--- src/inc/sdio_pkg.sv ---
// What this block does
// - Input mode: 0 polled level, 1 unused, 2 frequency input, 3 encoder frequency.
// - Zero-scale frequency 0..32000 Hz, reset 0 Hz, means zero percent.
// - Full-scale frequency 0..32000 Hz, reset 32000 Hz, means hundred percent.
// - Gain 0.000..9.999, reset 1.000, multiplies the scaled value.
// - Offset -100.00..+100.00 % in hundredths, reset 0.00 %, added to scaled value.
// - Output mode: 0 on/off from selected function, 1 frequency output.
// - Output function code 0..30; output a resets to 22, output b to 19.
// - Code 0 keeps output inactive, code 1 keeps it active.
// - Codes 2..5: reference above X, speed above X, speed below Y, speed equals reference.
// - Code 8 active while motor frequency exceeds frequency threshold.
// - Code 9 current above threshold, code 10 current below threshold.
// - Code 11 torque above threshold, code 12 torque below threshold.
// - Code 13 active while enabled hours exceed hours threshold.
// - Codes 16..18 active for local, remote one, remote two command source.
// - Codes 19..21 active in run, ready, safe torque off state.
// - Code 22 active without fault, code 23 active with any fault.
// - Code 24 active without alarm, code 25 without fault and without alarm.
// - Code 26 follows network command bit, code 27 follows logic-program command bit.
// - Codes 28..30: forward running, ride-through acting, precharge completed.
package sdio_pkg;
	localparam int CLK_HZ       = 250_000_000;
	localparam int GATE_TIME_MS = 100;
	localparam int MS_PER_S     = 1000;
	localparam int GATE_CYCLES  = CLK_HZ / MS_PER_S * GATE_TIME_MS;
	localparam int HZ_PER_COUNT = MS_PER_S / GATE_TIME_MS;

	localparam logic [15:0] FREQ_LIMIT  = 16'h7d00;
	localparam logic [15:0] FMIN_RST    = 16'h0000;
	localparam logic [15:0] FMAX_RST    = 16'h7d00;
	localparam logic [13:0] GAIN_LIMIT  = 14'h270f;
	localparam logic [13:0] GAIN_RST    = 14'h03e8;
	localparam int          GAIN_UNITY  = 1000;
	localparam logic [15:0] PCT_FULL    = 16'h2710;
	localparam logic [15:0] OFFSET_RST  = 16'h0000;
	localparam logic [4:0]  FUNC_LIMIT  = 5'h1e;
	localparam logic [4:0]  FUNC_A_RST  = 5'h16;
	localparam logic [4:0]  FUNC_B_RST  = 5'h13;
	localparam logic [4:0]  DIV_STEPS   = 5'h1e;

	localparam logic [1:0] IN_MODE_POLL = 2'h0;
	localparam logic [1:0] IN_MODE_FREQ = 2'h2;
	localparam logic [1:0] IN_MODE_ENC  = 2'h3;
	localparam logic       OUT_MODE_FREQ = 1'b1;

	localparam logic [1:0] SRC_LOCAL   = 2'h0;
	localparam logic [1:0] SRC_REMOTE1 = 2'h1;
	localparam logic [1:0] SRC_REMOTE2 = 2'h2;

	localparam logic [4:0] FN_OFF       = 5'h00;
	localparam logic [4:0] FN_ON        = 5'h01;
	localparam logic [4:0] FN_REF_GT_X  = 5'h02;
	localparam logic [4:0] FN_SPD_GT_X  = 5'h03;
	localparam logic [4:0] FN_SPD_LT_Y  = 5'h04;
	localparam logic [4:0] FN_SPD_EQ    = 5'h05;
	localparam logic [4:0] FN_FREQ_GT   = 5'h08;
	localparam logic [4:0] FN_CUR_GT    = 5'h09;
	localparam logic [4:0] FN_CUR_LT    = 5'h0a;
	localparam logic [4:0] FN_TRQ_GT    = 5'h0b;
	localparam logic [4:0] FN_TRQ_LT    = 5'h0c;
	localparam logic [4:0] FN_HOURS_GT  = 5'h0d;
	localparam logic [4:0] FN_LOCAL     = 5'h10;
	localparam logic [4:0] FN_REMOTE1   = 5'h11;
	localparam logic [4:0] FN_REMOTE2   = 5'h12;
	localparam logic [4:0] FN_RUN       = 5'h13;
	localparam logic [4:0] FN_READY     = 5'h14;
	localparam logic [4:0] FN_STO       = 5'h15;
	localparam logic [4:0] FN_NO_FAULT  = 5'h16;
	localparam logic [4:0] FN_FAULT     = 5'h17;
	localparam logic [4:0] FN_NO_ALARM  = 5'h18;
	localparam logic [4:0] FN_HEALTHY   = 5'h19;
	localparam logic [4:0] FN_NETWORK   = 5'h1a;
	localparam logic [4:0] FN_PROGRAM   = 5'h1b;
	localparam logic [4:0] FN_FORWARD   = 5'h1c;
	localparam logic [4:0] FN_RIDE      = 5'h1d;
	localparam logic [4:0] FN_PRECHARGE = 5'h1e;

	localparam int         ADDR_IN_BASE   = 'h00;
	localparam int         ADDR_IN_STRIDE = 'h20;
	localparam logic [7:0] IN_MODE_OFS    = 8'h00;
	localparam logic [7:0] IN_FMIN_OFS    = 8'h04;
	localparam logic [7:0] IN_FMAX_OFS    = 8'h08;
	localparam logic [7:0] IN_GAIN_OFS    = 8'h0c;
	localparam logic [7:0] IN_OFFSET_OFS  = 8'h10;
	localparam logic [7:0] IN_MEAS_OFS    = 8'h14;
	localparam logic [7:0] IN_SCALED_OFS  = 8'h18;
	localparam int         ADDR_OUT_BASE   = 'h40;
	localparam int         ADDR_OUT_STRIDE = 'h10;
	localparam logic [7:0] OUT_MODE_OFS    = 8'h00;
	localparam logic [7:0] OUT_FUNC_OFS    = 8'h04;
	localparam logic [7:0] ADDR_SPEED_X    = 8'h60;
	localparam logic [7:0] ADDR_SPEED_Y    = 8'h64;
	localparam logic [7:0] ADDR_FREQ_THR   = 8'h68;
	localparam logic [7:0] ADDR_CURR_THR   = 8'h6c;
	localparam logic [7:0] ADDR_TORQ_THR   = 8'h70;
	localparam logic [7:0] ADDR_HOURS_THR  = 8'h74;
	localparam logic [7:0] ADDR_STATUS     = 8'h78;

	typedef enum logic [1:0] {
		SDIO_DV_LOAD,
		SDIO_DV_RUN,
		SDIO_DV_DONE
	} sdio_div_state_t;
endpackage : sdio_pkg

--- src/hw/sdio_slot_io.sv ---
`timescale 1ns/10ps
module sdio_slot_io #(
	parameter int GATE_CYCLES = sdio_pkg::GATE_CYCLES
) (
	input  wire logic               pclk,
	input  wire logic               presetn,
	input  wire logic               clk_en,
	input  wire logic               psel,
	input  wire logic               penable,
	input  wire logic               pwrite,
	input  wire logic [7:0]         paddr,
	input  wire logic [31:0]        pwdata,
	output logic      [31:0]        prdata,
	output logic                    pready,
	output logic                    pslverr,
	input  wire logic               slot_input_a,
	input  wire logic               slot_input_b,
	output logic                    slot_input_a_level,
	output logic                    slot_input_b_level,
	output logic signed [15:0]      freq_input_a,
	output logic signed [15:0]      freq_input_b,
	output logic                    slot_output_a,
	output logic                    slot_output_b,
	input  wire logic               freq_wave_a,
	input  wire logic               freq_wave_b,
	input  wire logic signed [15:0] speed_ref,
	input  wire logic signed [15:0] motor_speed,
	input  wire logic [15:0]        motor_freq,
	input  wire logic [15:0]        output_current,
	input  wire logic signed [15:0] motor_torque,
	input  wire logic [31:0]        enabled_hours,
	input  wire logic [1:0]         cmd_source,
	input  wire logic               drive_run,
	input  wire logic               drive_ready,
	input  wire logic               safe_torque_off_state,
	input  wire logic               fault_present,
	input  wire logic               alarm_present,
	input  wire logic               net_cmd_a,
	input  wire logic               net_cmd_b,
	input  wire logic               plc_cmd_a,
	input  wire logic               plc_cmd_b,
	input  wire logic               forward_dir,
	input  wire logic               ride_through_active,
	input  wire logic               precharge_ok
);
	localparam int GW = $clog2(GATE_CYCLES + 1);

	logic [1:0]         in_pin;
	logic [1:0]         wave;
	logic [1:0]         net_cmd;
	logic [1:0]         plc_cmd;
	logic [1:0]         sync1;
	logic [1:0]         sync2;
	logic [1:0]         prev_lvl;
	logic [1:0]         lvl;
	logic [1:0]         out_pin;
	logic [1:0]         in_mode   [2];
	logic [15:0]        fmin      [2];
	logic [15:0]        fmax      [2];
	logic [13:0]        gain      [2];
	logic signed [15:0] offs      [2];
	logic [15:0]        edge_cnt  [2];
	logic [15:0]        meas_hz   [2];
	logic signed [15:0] scaled    [2];
	logic               out_mode  [2];
	logic [4:0]         out_func  [2];
	logic [3:0]         ch_hit;
	logic [3:0]         ch_bad;
	logic [31:0]        ch_rdata  [4];
	logic signed [15:0] speed_thr_x;
	logic signed [15:0] speed_thr_y;
	logic [15:0]        freq_thr;
	logic [15:0]        curr_thr;
	logic signed [15:0] torq_thr;
	logic [31:0]        hours_thr;
	logic [GW-1:0]      gate_cnt;
	logic               gate_tick;
	logic               setup;
	logic               wr_en;
	logic               g_hit;
	logic [31:0]        g_rdata;
	logic [31:0]        next_rdata;
	logic               any_hit;
	logic               any_bad;

	assign in_pin  = {slot_input_b, slot_input_a};
	assign wave    = {freq_wave_b, freq_wave_a};
	assign net_cmd = {net_cmd_b, net_cmd_a};
	assign plc_cmd = {plc_cmd_b, plc_cmd_a};

	// Zero wait states; a frozen block must also stall the bus
	assign pready = clk_en;
	assign setup  = psel & ~penable & clk_en;
	assign wr_en  = psel & penable & pwrite & clk_en;

	// Shared measurement gate for both inputs
	assign gate_tick = (gate_cnt == GW'(GATE_CYCLES - 1));
	always_ff @(posedge pclk or negedge presetn) begin
		if (!presetn) begin
			gate_cnt <= '0;
		end else if (clk_en) begin
			gate_cnt <= gate_tick ? '0 : gate_cnt + 1'b1;
		end
	end

	// Function select for an on/off output
	function automatic logic fn_active(input logic [4:0] code, input logic net,
			input logic plc);
		logic act;
		act = 1'b0;
		unique case (code)
			sdio_pkg::FN_OFF:       act = 1'b0;
			sdio_pkg::FN_ON:        act = 1'b1;
			sdio_pkg::FN_REF_GT_X:  act = speed_ref > speed_thr_x;
			sdio_pkg::FN_SPD_GT_X:  act = motor_speed > speed_thr_x;
			sdio_pkg::FN_SPD_LT_Y:  act = motor_speed < speed_thr_y;
			sdio_pkg::FN_SPD_EQ:    act = motor_speed == speed_ref;
			sdio_pkg::FN_FREQ_GT:   act = motor_freq > freq_thr;
			sdio_pkg::FN_CUR_GT:    act = output_current > curr_thr;
			sdio_pkg::FN_CUR_LT:    act = output_current < curr_thr;
			sdio_pkg::FN_TRQ_GT:    act = motor_torque > torq_thr;
			sdio_pkg::FN_TRQ_LT:    act = motor_torque < torq_thr;
			sdio_pkg::FN_HOURS_GT:  act = enabled_hours > hours_thr;
			sdio_pkg::FN_LOCAL:     act = cmd_source == sdio_pkg::SRC_LOCAL;
			sdio_pkg::FN_REMOTE1:   act = cmd_source == sdio_pkg::SRC_REMOTE1;
			sdio_pkg::FN_REMOTE2:   act = cmd_source == sdio_pkg::SRC_REMOTE2;
			sdio_pkg::FN_RUN:       act = drive_run;
			sdio_pkg::FN_READY:     act = drive_ready;
			sdio_pkg::FN_STO:       act = safe_torque_off_state;
			sdio_pkg::FN_NO_FAULT:  act = ~fault_present;
			sdio_pkg::FN_FAULT:     act = fault_present;
			sdio_pkg::FN_NO_ALARM:  act = ~alarm_present;
			sdio_pkg::FN_HEALTHY:   act = ~fault_present & ~alarm_present;
			sdio_pkg::FN_NETWORK:   act = net;
			sdio_pkg::FN_PROGRAM:   act = plc;
			sdio_pkg::FN_FORWARD:   act = forward_dir;
			sdio_pkg::FN_RIDE:      act = ride_through_active;
			sdio_pkg::FN_PRECHARGE: act = precharge_ok;
			default:                act = 1'b0;
		endcase
		return act;
	endfunction : fn_active

	genvar c;
	generate
		for (c = 0; c < 2; c++) begin : g_in
			localparam logic [7:0] IB = 8'(sdio_pkg::ADDR_IN_BASE + c * sdio_pkg::ADDR_IN_STRIDE);
			logic        rising;
			logic        counting;
			logic signed [31:0] wsig;

			assign rising   = sync2[c] & ~prev_lvl[c];
			assign counting = (in_mode[c] == sdio_pkg::IN_MODE_FREQ) ||
				(in_mode[c] == sdio_pkg::IN_MODE_ENC);
			assign wsig     = signed'(pwdata);

			always_ff @(posedge pclk or negedge presetn) begin
				if (!presetn) begin
					sync1[c]    <= 1'b0;
					sync2[c]    <= 1'b0;
					prev_lvl[c] <= 1'b0;
					lvl[c]      <= 1'b0;
				end else if (clk_en) begin
					sync1[c]    <= in_pin[c];
					sync2[c]    <= sync1[c];
					prev_lvl[c] <= sync2[c];
					// Polled level only in mode 0, so a frequency input drives no command
					lvl[c]      <= (in_mode[c] == sdio_pkg::IN_MODE_POLL) & sync2[c];
				end
			end

			// Edges per gate window, scaled to Hz at the window's end
			always_ff @(posedge pclk or negedge presetn) begin
				if (!presetn) begin
					edge_cnt[c] <= '0;
					meas_hz[c]  <= '0;
				end else if (clk_en) begin
					if (gate_tick) begin
						edge_cnt[c] <= 16'(rising & counting);
						meas_hz[c]  <= counting ?
							16'(edge_cnt[c] * sdio_pkg::HZ_PER_COUNT) : '0;
					end else if (rising && counting && edge_cnt[c] != '1) begin
						edge_cnt[c] <= edge_cnt[c] + 1'b1;
					end
				end
			end

			always_comb begin
				ch_bad[c] = 1'b0;
				if (paddr == IB + sdio_pkg::IN_FMIN_OFS || paddr == IB + sdio_pkg::IN_FMAX_OFS)
					ch_bad[c] = pwdata > 32'(sdio_pkg::FREQ_LIMIT);
				else if (paddr == IB + sdio_pkg::IN_GAIN_OFS)
					ch_bad[c] = pwdata > 32'(sdio_pkg::GAIN_LIMIT);
				else if (paddr == IB + sdio_pkg::IN_OFFSET_OFS)
					ch_bad[c] = wsig > signed'(32'(sdio_pkg::PCT_FULL)) ||
						wsig < -signed'(32'(sdio_pkg::PCT_FULL));
			end

			// Out-of-range writes keep the old value
			always_ff @(posedge pclk or negedge presetn) begin
				if (!presetn) begin
					in_mode[c] <= sdio_pkg::IN_MODE_POLL;
					fmin[c]    <= sdio_pkg::FMIN_RST;
					fmax[c]    <= sdio_pkg::FMAX_RST;
					gain[c]    <= sdio_pkg::GAIN_RST;
					offs[c]    <= sdio_pkg::OFFSET_RST;
				end else if (wr_en && !ch_bad[c]) begin
					if (paddr == IB + sdio_pkg::IN_MODE_OFS)
						in_mode[c] <= pwdata[1:0];
					if (paddr == IB + sdio_pkg::IN_FMIN_OFS)
						fmin[c] <= pwdata[15:0];
					if (paddr == IB + sdio_pkg::IN_FMAX_OFS)
						fmax[c] <= pwdata[15:0];
					if (paddr == IB + sdio_pkg::IN_GAIN_OFS)
						gain[c] <= pwdata[13:0];
					if (paddr == IB + sdio_pkg::IN_OFFSET_OFS)
						offs[c] <= pwdata[15:0];
				end
			end

			always_comb begin
				ch_hit[c]   = 1'b1;
				ch_rdata[c] = '0;
				unique case (paddr)
					IB + sdio_pkg::IN_MODE_OFS:   ch_rdata[c] = 32'(in_mode[c]);
					IB + sdio_pkg::IN_FMIN_OFS:   ch_rdata[c] = 32'(fmin[c]);
					IB + sdio_pkg::IN_FMAX_OFS:   ch_rdata[c] = 32'(fmax[c]);
					IB + sdio_pkg::IN_GAIN_OFS:   ch_rdata[c] = 32'(gain[c]);
					IB + sdio_pkg::IN_OFFSET_OFS: ch_rdata[c] = 32'(offs[c]);
					IB + sdio_pkg::IN_MEAS_OFS:   ch_rdata[c] = 32'(meas_hz[c]);
					IB + sdio_pkg::IN_SCALED_OFS: ch_rdata[c] = 32'(scaled[c]);
					default:                      ch_hit[c]   = 1'b0;
				endcase
			end
		end

		for (c = 0; c < 2; c++) begin : g_out
			localparam logic [7:0] OB = 8'(sdio_pkg::ADDR_OUT_BASE + c * sdio_pkg::ADDR_OUT_STRIDE);

			assign ch_bad[c+2] = (paddr == OB + sdio_pkg::OUT_FUNC_OFS) &&
				(pwdata > 32'(sdio_pkg::FUNC_LIMIT));

			always_ff @(posedge pclk or negedge presetn) begin
				if (!presetn) begin
					out_mode[c] <= 1'b0;
					out_func[c] <= (c == 0) ? sdio_pkg::FUNC_A_RST : sdio_pkg::FUNC_B_RST;
				end else if (wr_en && !ch_bad[c+2]) begin
					if (paddr == OB + sdio_pkg::OUT_MODE_OFS)
						out_mode[c] <= pwdata[0];
					if (paddr == OB + sdio_pkg::OUT_FUNC_OFS)
						out_func[c] <= pwdata[4:0];
				end
			end

			always_ff @(posedge pclk or negedge presetn) begin
				if (!presetn) begin
					out_pin[c] <= 1'b0;
				end else if (clk_en) begin
					out_pin[c] <= (out_mode[c] == sdio_pkg::OUT_MODE_FREQ) ? wave[c] :
						fn_active(out_func[c], net_cmd[c], plc_cmd[c]);
				end
			end

			always_comb begin
				ch_hit[c+2]   = 1'b1;
				ch_rdata[c+2] = '0;
				unique case (paddr)
					OB + sdio_pkg::OUT_MODE_OFS: ch_rdata[c+2] = 32'(out_mode[c]);
					OB + sdio_pkg::OUT_FUNC_OFS: ch_rdata[c+2] = 32'(out_func[c]);
					default:                     ch_hit[c+2]   = 1'b0;
				endcase
			end
		end
	endgenerate

	// One divider serves both inputs in turn; 32 cycles per update is far below the gate time
	sdio_pkg::sdio_div_state_t dv_state;
	logic               dv_ch;
	logic [29:0]        quo;
	logic [16:0]        rem;
	logic [15:0]        den;
	logic [4:0]         steps;
	logic [15:0]        fclamp;
	logic [16:0]        rem_sh;
	logic [27:0]        prod;
	logic signed [19:0] sum;
	logic signed [15:0] sat;

	always_comb begin
		fclamp = meas_hz[dv_ch];
		if (fclamp < fmin[dv_ch])
			fclamp = fmin[dv_ch];
		else if (fclamp > fmax[dv_ch])
			fclamp = fmax[dv_ch];
	end

	assign rem_sh = {rem[15:0], quo[29]};
	assign prod   = 28'(quo[13:0] * gain[dv_ch]);
	assign sum    = signed'({1'b0, 19'(prod / sdio_pkg::GAIN_UNITY)}) + 20'(offs[dv_ch]);

	always_comb begin
		if (sum > signed'(20'(sdio_pkg::PCT_FULL)))
			sat = signed'(sdio_pkg::PCT_FULL);
		else if (sum < -signed'(20'(sdio_pkg::PCT_FULL)))
			sat = -signed'(sdio_pkg::PCT_FULL);
		else
			sat = 16'(sum);
	end

	always_ff @(posedge pclk or negedge presetn) begin
		if (!presetn) begin
			dv_state <= sdio_pkg::SDIO_DV_LOAD;
			dv_ch    <= 1'b0;
			quo      <= '0;
			rem      <= '0;
			den      <= '0;
			steps    <= '0;
		end else if (clk_en) begin
			unique case (dv_state)
				sdio_pkg::SDIO_DV_LOAD: begin
					rem   <= '0;
					den   <= fmax[dv_ch] - fmin[dv_ch];
					steps <= sdio_pkg::DIV_STEPS;
					if (fmax[dv_ch] <= fmin[dv_ch]) begin
						// No usable span: position reads as zero
						quo      <= '0;
						dv_state <= sdio_pkg::SDIO_DV_DONE;
					end else begin
						quo      <= 30'((fclamp - fmin[dv_ch]) * sdio_pkg::PCT_FULL);
						dv_state <= sdio_pkg::SDIO_DV_RUN;
					end
				end
				sdio_pkg::SDIO_DV_RUN: begin
					if (rem_sh >= {1'b0, den}) begin
						rem <= rem_sh - {1'b0, den};
						quo <= {quo[28:0], 1'b1};
					end else begin
						rem <= rem_sh;
						quo <= {quo[28:0], 1'b0};
					end
					steps <= steps - 1'b1;
					if (steps == 5'h01)
						dv_state <= sdio_pkg::SDIO_DV_DONE;
				end
				sdio_pkg::SDIO_DV_DONE: begin
					dv_ch    <= ~dv_ch;
					dv_state <= sdio_pkg::SDIO_DV_LOAD;
				end
			endcase
		end
	end

	always_ff @(posedge pclk or negedge presetn) begin
		if (!presetn) begin
			scaled[0] <= '0;
			scaled[1] <= '0;
		end else if (clk_en && dv_state == sdio_pkg::SDIO_DV_DONE) begin
			scaled[dv_ch] <= (in_mode[dv_ch] == sdio_pkg::IN_MODE_FREQ) ? sat : '0;
		end
	end

	always_ff @(posedge pclk or negedge presetn) begin
		if (!presetn) begin
			speed_thr_x <= '0;
			speed_thr_y <= '0;
			freq_thr    <= '0;
			curr_thr    <= '0;
			torq_thr    <= '0;
			hours_thr   <= '0;
		end else if (wr_en) begin
			unique case (paddr)
				sdio_pkg::ADDR_SPEED_X:   speed_thr_x <= pwdata[15:0];
				sdio_pkg::ADDR_SPEED_Y:   speed_thr_y <= pwdata[15:0];
				sdio_pkg::ADDR_FREQ_THR:  freq_thr    <= pwdata[15:0];
				sdio_pkg::ADDR_CURR_THR:  curr_thr    <= pwdata[15:0];
				sdio_pkg::ADDR_TORQ_THR:  torq_thr    <= pwdata[15:0];
				sdio_pkg::ADDR_HOURS_THR: hours_thr   <= pwdata;
				default: ;
			endcase
		end
	end

	always_comb begin
		g_hit   = 1'b1;
		g_rdata = '0;
		unique case (paddr)
			sdio_pkg::ADDR_SPEED_X:   g_rdata = 32'(speed_thr_x);
			sdio_pkg::ADDR_SPEED_Y:   g_rdata = 32'(speed_thr_y);
			sdio_pkg::ADDR_FREQ_THR:  g_rdata = 32'(freq_thr);
			sdio_pkg::ADDR_CURR_THR:  g_rdata = 32'(curr_thr);
			sdio_pkg::ADDR_TORQ_THR:  g_rdata = 32'(torq_thr);
			sdio_pkg::ADDR_HOURS_THR: g_rdata = hours_thr;
			sdio_pkg::ADDR_STATUS:    g_rdata = 32'({out_pin, sync2});
			default:                  g_hit   = 1'b0;
		endcase
	end

	always_comb begin
		next_rdata = g_rdata;
		for (int i = 0; i < 4; i++)
			next_rdata = next_rdata | ch_rdata[i];
	end

	assign any_hit = g_hit | (|ch_hit);
	assign any_bad = |ch_bad;
	assign pslverr = psel & penable & clk_en & (~any_hit | (pwrite & any_bad));

	// Read data captured in the setup cycle
	always_ff @(posedge pclk or negedge presetn) begin
		if (!presetn) begin
			prdata <= '0;
		end else if (setup) begin
			prdata <= pwrite ? '0 : next_rdata;
		end
	end

	assign slot_input_a_level = lvl[0];
	assign slot_input_b_level = lvl[1];
	assign freq_input_a       = scaled[0];
	assign freq_input_b       = scaled[1];
	assign slot_output_a      = out_pin[0];
	assign slot_output_b      = out_pin[1];
endmodule : sdio_slot_io

--- config.mk ---
export PLATFORM = sky130hd
export DESIGN_NAME = sdio_slot_io
export DESIGN_NICKNAME = d
export VERILOG_FILES = /design/src/inc/sdio_pkg.sv /design/src/hw/sdio_slot_io.sv
export SDC_FILE = /design/constraint.sdc
export NUM_CORES = 2
export LEC_CHECK = 0
export ABC_AREA = 1
export BUFFER_PORTS_ARGS = -buffer_cell sky130_fd_sc_hd__buf_2
export CAP_MARGIN = 20
export CORE_UTILIZATION = 65
export DETAILED_ROUTE_END_ITERATION = 7
export PLACE_DENSITY = 0.88
export SYNTH_ARGS = -nofsm -noshare
export SYNTH_HDL_FRONTEND = slang
export SYNTH_SLANG_ARGS = --single-unit
--- constraint.sdc ---
create_clock -name pclk -period 55.4 [get_ports pclk]
set_clock_uncertainty 0.1 [all_clocks]
set_input_delay 16.62 -clock pclk [delete_from_list [all_inputs] [get_ports pclk]]
set_output_delay 16.62 -clock pclk [all_outputs]
set_load 0.01 [all_outputs]
==> metrics.md <==
| Metric | Value |
|---|---|
| Crit path largest cell delay | `0.83 ns` |
| Hold Vio Cnt, Final | `0` |
| Post-CTS Hold Fix Bufs | `0` |
| Die W | `around 270 um` |
| Status | `complete, no violations` |
| Worst path buffer plus inverter count | `5` |
| Seq/Total Area, Yosys | `between 20% and 30%` |
| Synth Register Bits | `483` |
| Worst EP arrival | `19.97 ns` |
| Worst Path Required | `38.68 ns` |
| Fraction of registers with async set/reset | `100%` |
| Cells on worst reg2reg path | `136` |
| FMAX | `0.0273 GHz` |
| Crit path max-delay family | `simple AND/OR/NAND/NOR gates` |
| Skew-Pair Late Insertion Delay | `roughly 0.65 ns` |
| Most numerous cell in the Yosys netlist | `nand2_1` |
| Syn_area_per_cell | `7.39 um2` |
| Rel. slew slack | `approximately an eighth` |
| Total number of vias | `45100` |
| CTS tree | `built` |
| Global-route wire length before repair | `244000 um` |
| DRC Markers | `0` |
| H-tree depth | `2` |
| PortBufs | `245` |
| Max FO, Critical Path | `11` |
| Tightest Pin Transition | `between 1 and 1.5 ns` |
| Wire per inst | `21.8 um` |
| Setup TNS | `0 ns` |
| Postcts setup bufs | `0` |
| Slew Viols, Final | `0` |
| GRT Util Overall | `~45%` |
| Die Y | `267 um` |
| Yosys top cell area share | `between 20 and 25%` |
| I/O Pins | `246` |
| Count of different cell masters after synthesis | `81` |
| Crit path cell chain | `buf_2 > nor2_1 > inv_1 > nor3_1 > inv_1 > nor2_1 > clkinv_1 > a32oi_1 > a221oi_1 > nand4_1 > a21oi_1 > nor4_1 > buf_2` |
| Worst path depth | `13` |
| Nets | `7183` |
| Post-Syn Nets | `6977` |
| Worst-path clk slew | `0.06 ns` |
| Largest cells by area after synthesis | `dfrtp_1 25%, ha_1 12%, nand2_1 10%` |
| Via/cell ratio | `just over 6` |
| Drt first pass iters | `8` |
| Startpoint Class | `primary input` |
| Total CTS buffers | `53` |
| Synthesized area | `between 0.04 and 0.05 mm2` |
| Max clock buf depth | `3` |
| FP Rows | `96` |
| Full die area | `between 0.07 and 0.08 mm2` |
| CTS root buf | `clkbuf_16` |
| Slowest cell on the critical path | `nor2_1` |
| Ys flop type | `dfrtp_1` |
| Area Overhead vs Synth | `9.45%` |
| Cells after synthesis | `6175` |
| Minimum clock period | `36.69 ns` |
| DRT iter0 DRCs | `5449` |
| Number of flops mapped to enable cells by yosys | `0` |
| Sink Count | `483` |
| Final wirelength | `approximately 160000 um` |
| Vias in the first global route | `43100` |
| Crit Path Class | `primary input to primary output` |
| Cell taking the most area after synthesis | `dfrtp_1` |
| Final setup fails | `0` |
| Synth cell count leaders | `1211 x nand2_1, 1141 x inv_1, 495 x o21ai_0` |
| Fin crit share | `66.2%` |
| Initial antenna violation count | `10` |
| Post-CTS Resized | `0` |
| Share of cells above drive strength 1 | `11.5%` |
| Largest net degree at the start of global routing | `about 170` |
| Nature of the critical path endpoint | `primary output` |
| Min-Delay Path Class | `flip-flop to flip-flop` |
| Grt total ovfl | `0` |
| Final ANT Viol Nets | `0` |
| Gpl congestion | `1.05` |
| Yosys warning count | `0` |
| Core area | `between 0.06 and 0.07 mm2` |
| RSZ-0062 raised after global routing | `no` |
| Initial core utilization | `66.1%` |
| Cell depth of the worst hold path | `2` |
| Max cap viols | `0` |
| HPWL after DPL | `126000 um` |
## area by class of cell
cell class / count / area [um2]
antenna: 6 / 15.0
clock buffer: 68 / 1490
clock inverter: 32 / 358
fill: 5191 / 19100
inverter: 1220 / 4600
multi-input combinational: 4312 / 28300
sequential: 483 / 12100
tap: 931 / 1160
timing repair buffer: 311 / 1860
## placed cells by master, fill, tap and decap left out, types with 36 or more instances in the layout
cell / n
nand2_1: 1210
inv_1: 1141
o21ai_0: 495
nor2_1: 460
dfrtp_1: 452
ha_1: 433
a21oi_1: 291
buf_2: 245
nand3_1: 207
fa_1: 193
nand2_2: 100
xor2_1: 99
o22ai_1: 94
nor3_1: 80
nand4_1: 73
clkbuf_16: 54
buf_4: 51
inv_2: 47
nor4_1: 45
xnor2_1: 44
nand2_4: 36
## worst paths after layout
check	startpoint	end	slack [ns]
worst min-delay path	sync1[0]	sync1[0]	0.37
worst max register to register	dv_ch	freq_input_a[11]	32.33
max in group asynchronous	presetn	gate_cnt[12]	36.34
worst min register to register	sync1[0]	sync1[0]	0.37
worst max-delay path	paddr[1]	pslverr	18.71
min in group asynchronous	presetn	rem[11]	15.86
## metal layers
metal	GRT usage [%]	share of wire (%)
met1	57.6	39
met2	70.9	45
met3	11.0	11
met4	20.9	5.5
met5	0.0693	0.032
## tightest hold or removal path: cells and delay by family, from the launching register on
family | cells | cell delay, ns
and+or+nand+nor | 2 | 0.10
DFF | 1 | 0.34
## through the flow
| step | instance area (um2) | setup slack, ns | cells | hold WS (ns) | util, % |
|---|---|---|---|---|---|
| final | 49900 | 18.71 | 7363 | 0.374 | 72.3 |
| after global routing | 49900 | 18.53 | 7360 | 0.401 | 72.3 |
| after CTS | 49700 | 18.83 | 7345 | 0.374 | 72.0 |
| after detailed placement | 47900 | 18.86 | 7245 | 0.359 | 69.3 |
| after global placement | 47900 | 18.85 | 7243 | 0.356 | 69.3 |
| after floorplan | 45600 | 20.38 | 6175 | 0.330 | - |
## state kept, by name, indices dropped and copies added, names as in the netlist, 25 cells and up
name,flops
offs,32
gate_cnt,25
fmin,32
meas_hz,30
edge_cnt,32
hours_thr,32
fmax,32
gain,28
prdata,32
quo,30
## kinds of logic (layout without fill, tap and decap cells)
family | count (synthesis) | in the layout | share of synthesized area, %
other | 0 | 6 | 0
flip-flops | 483 | 483 | 26.6
XOR/XNOR | 143 | 143 | 2.74
adder cells (fa/ha/maj) | 626 | 626 | 20.3
AND/OR/NAND/NOR | 2335 | 2335 | 23.2
multiplexers | 18 | 18 | 0.395
AO/OA/AOI/OAI | 1190 | 1190 | 15.4
buffers and inverters | 1380 | 1631 | 11.4
Power is left out: the tool's default activity adds up to more than one toggle a clock period on the data nets, which glitch-free logic cannot reach.
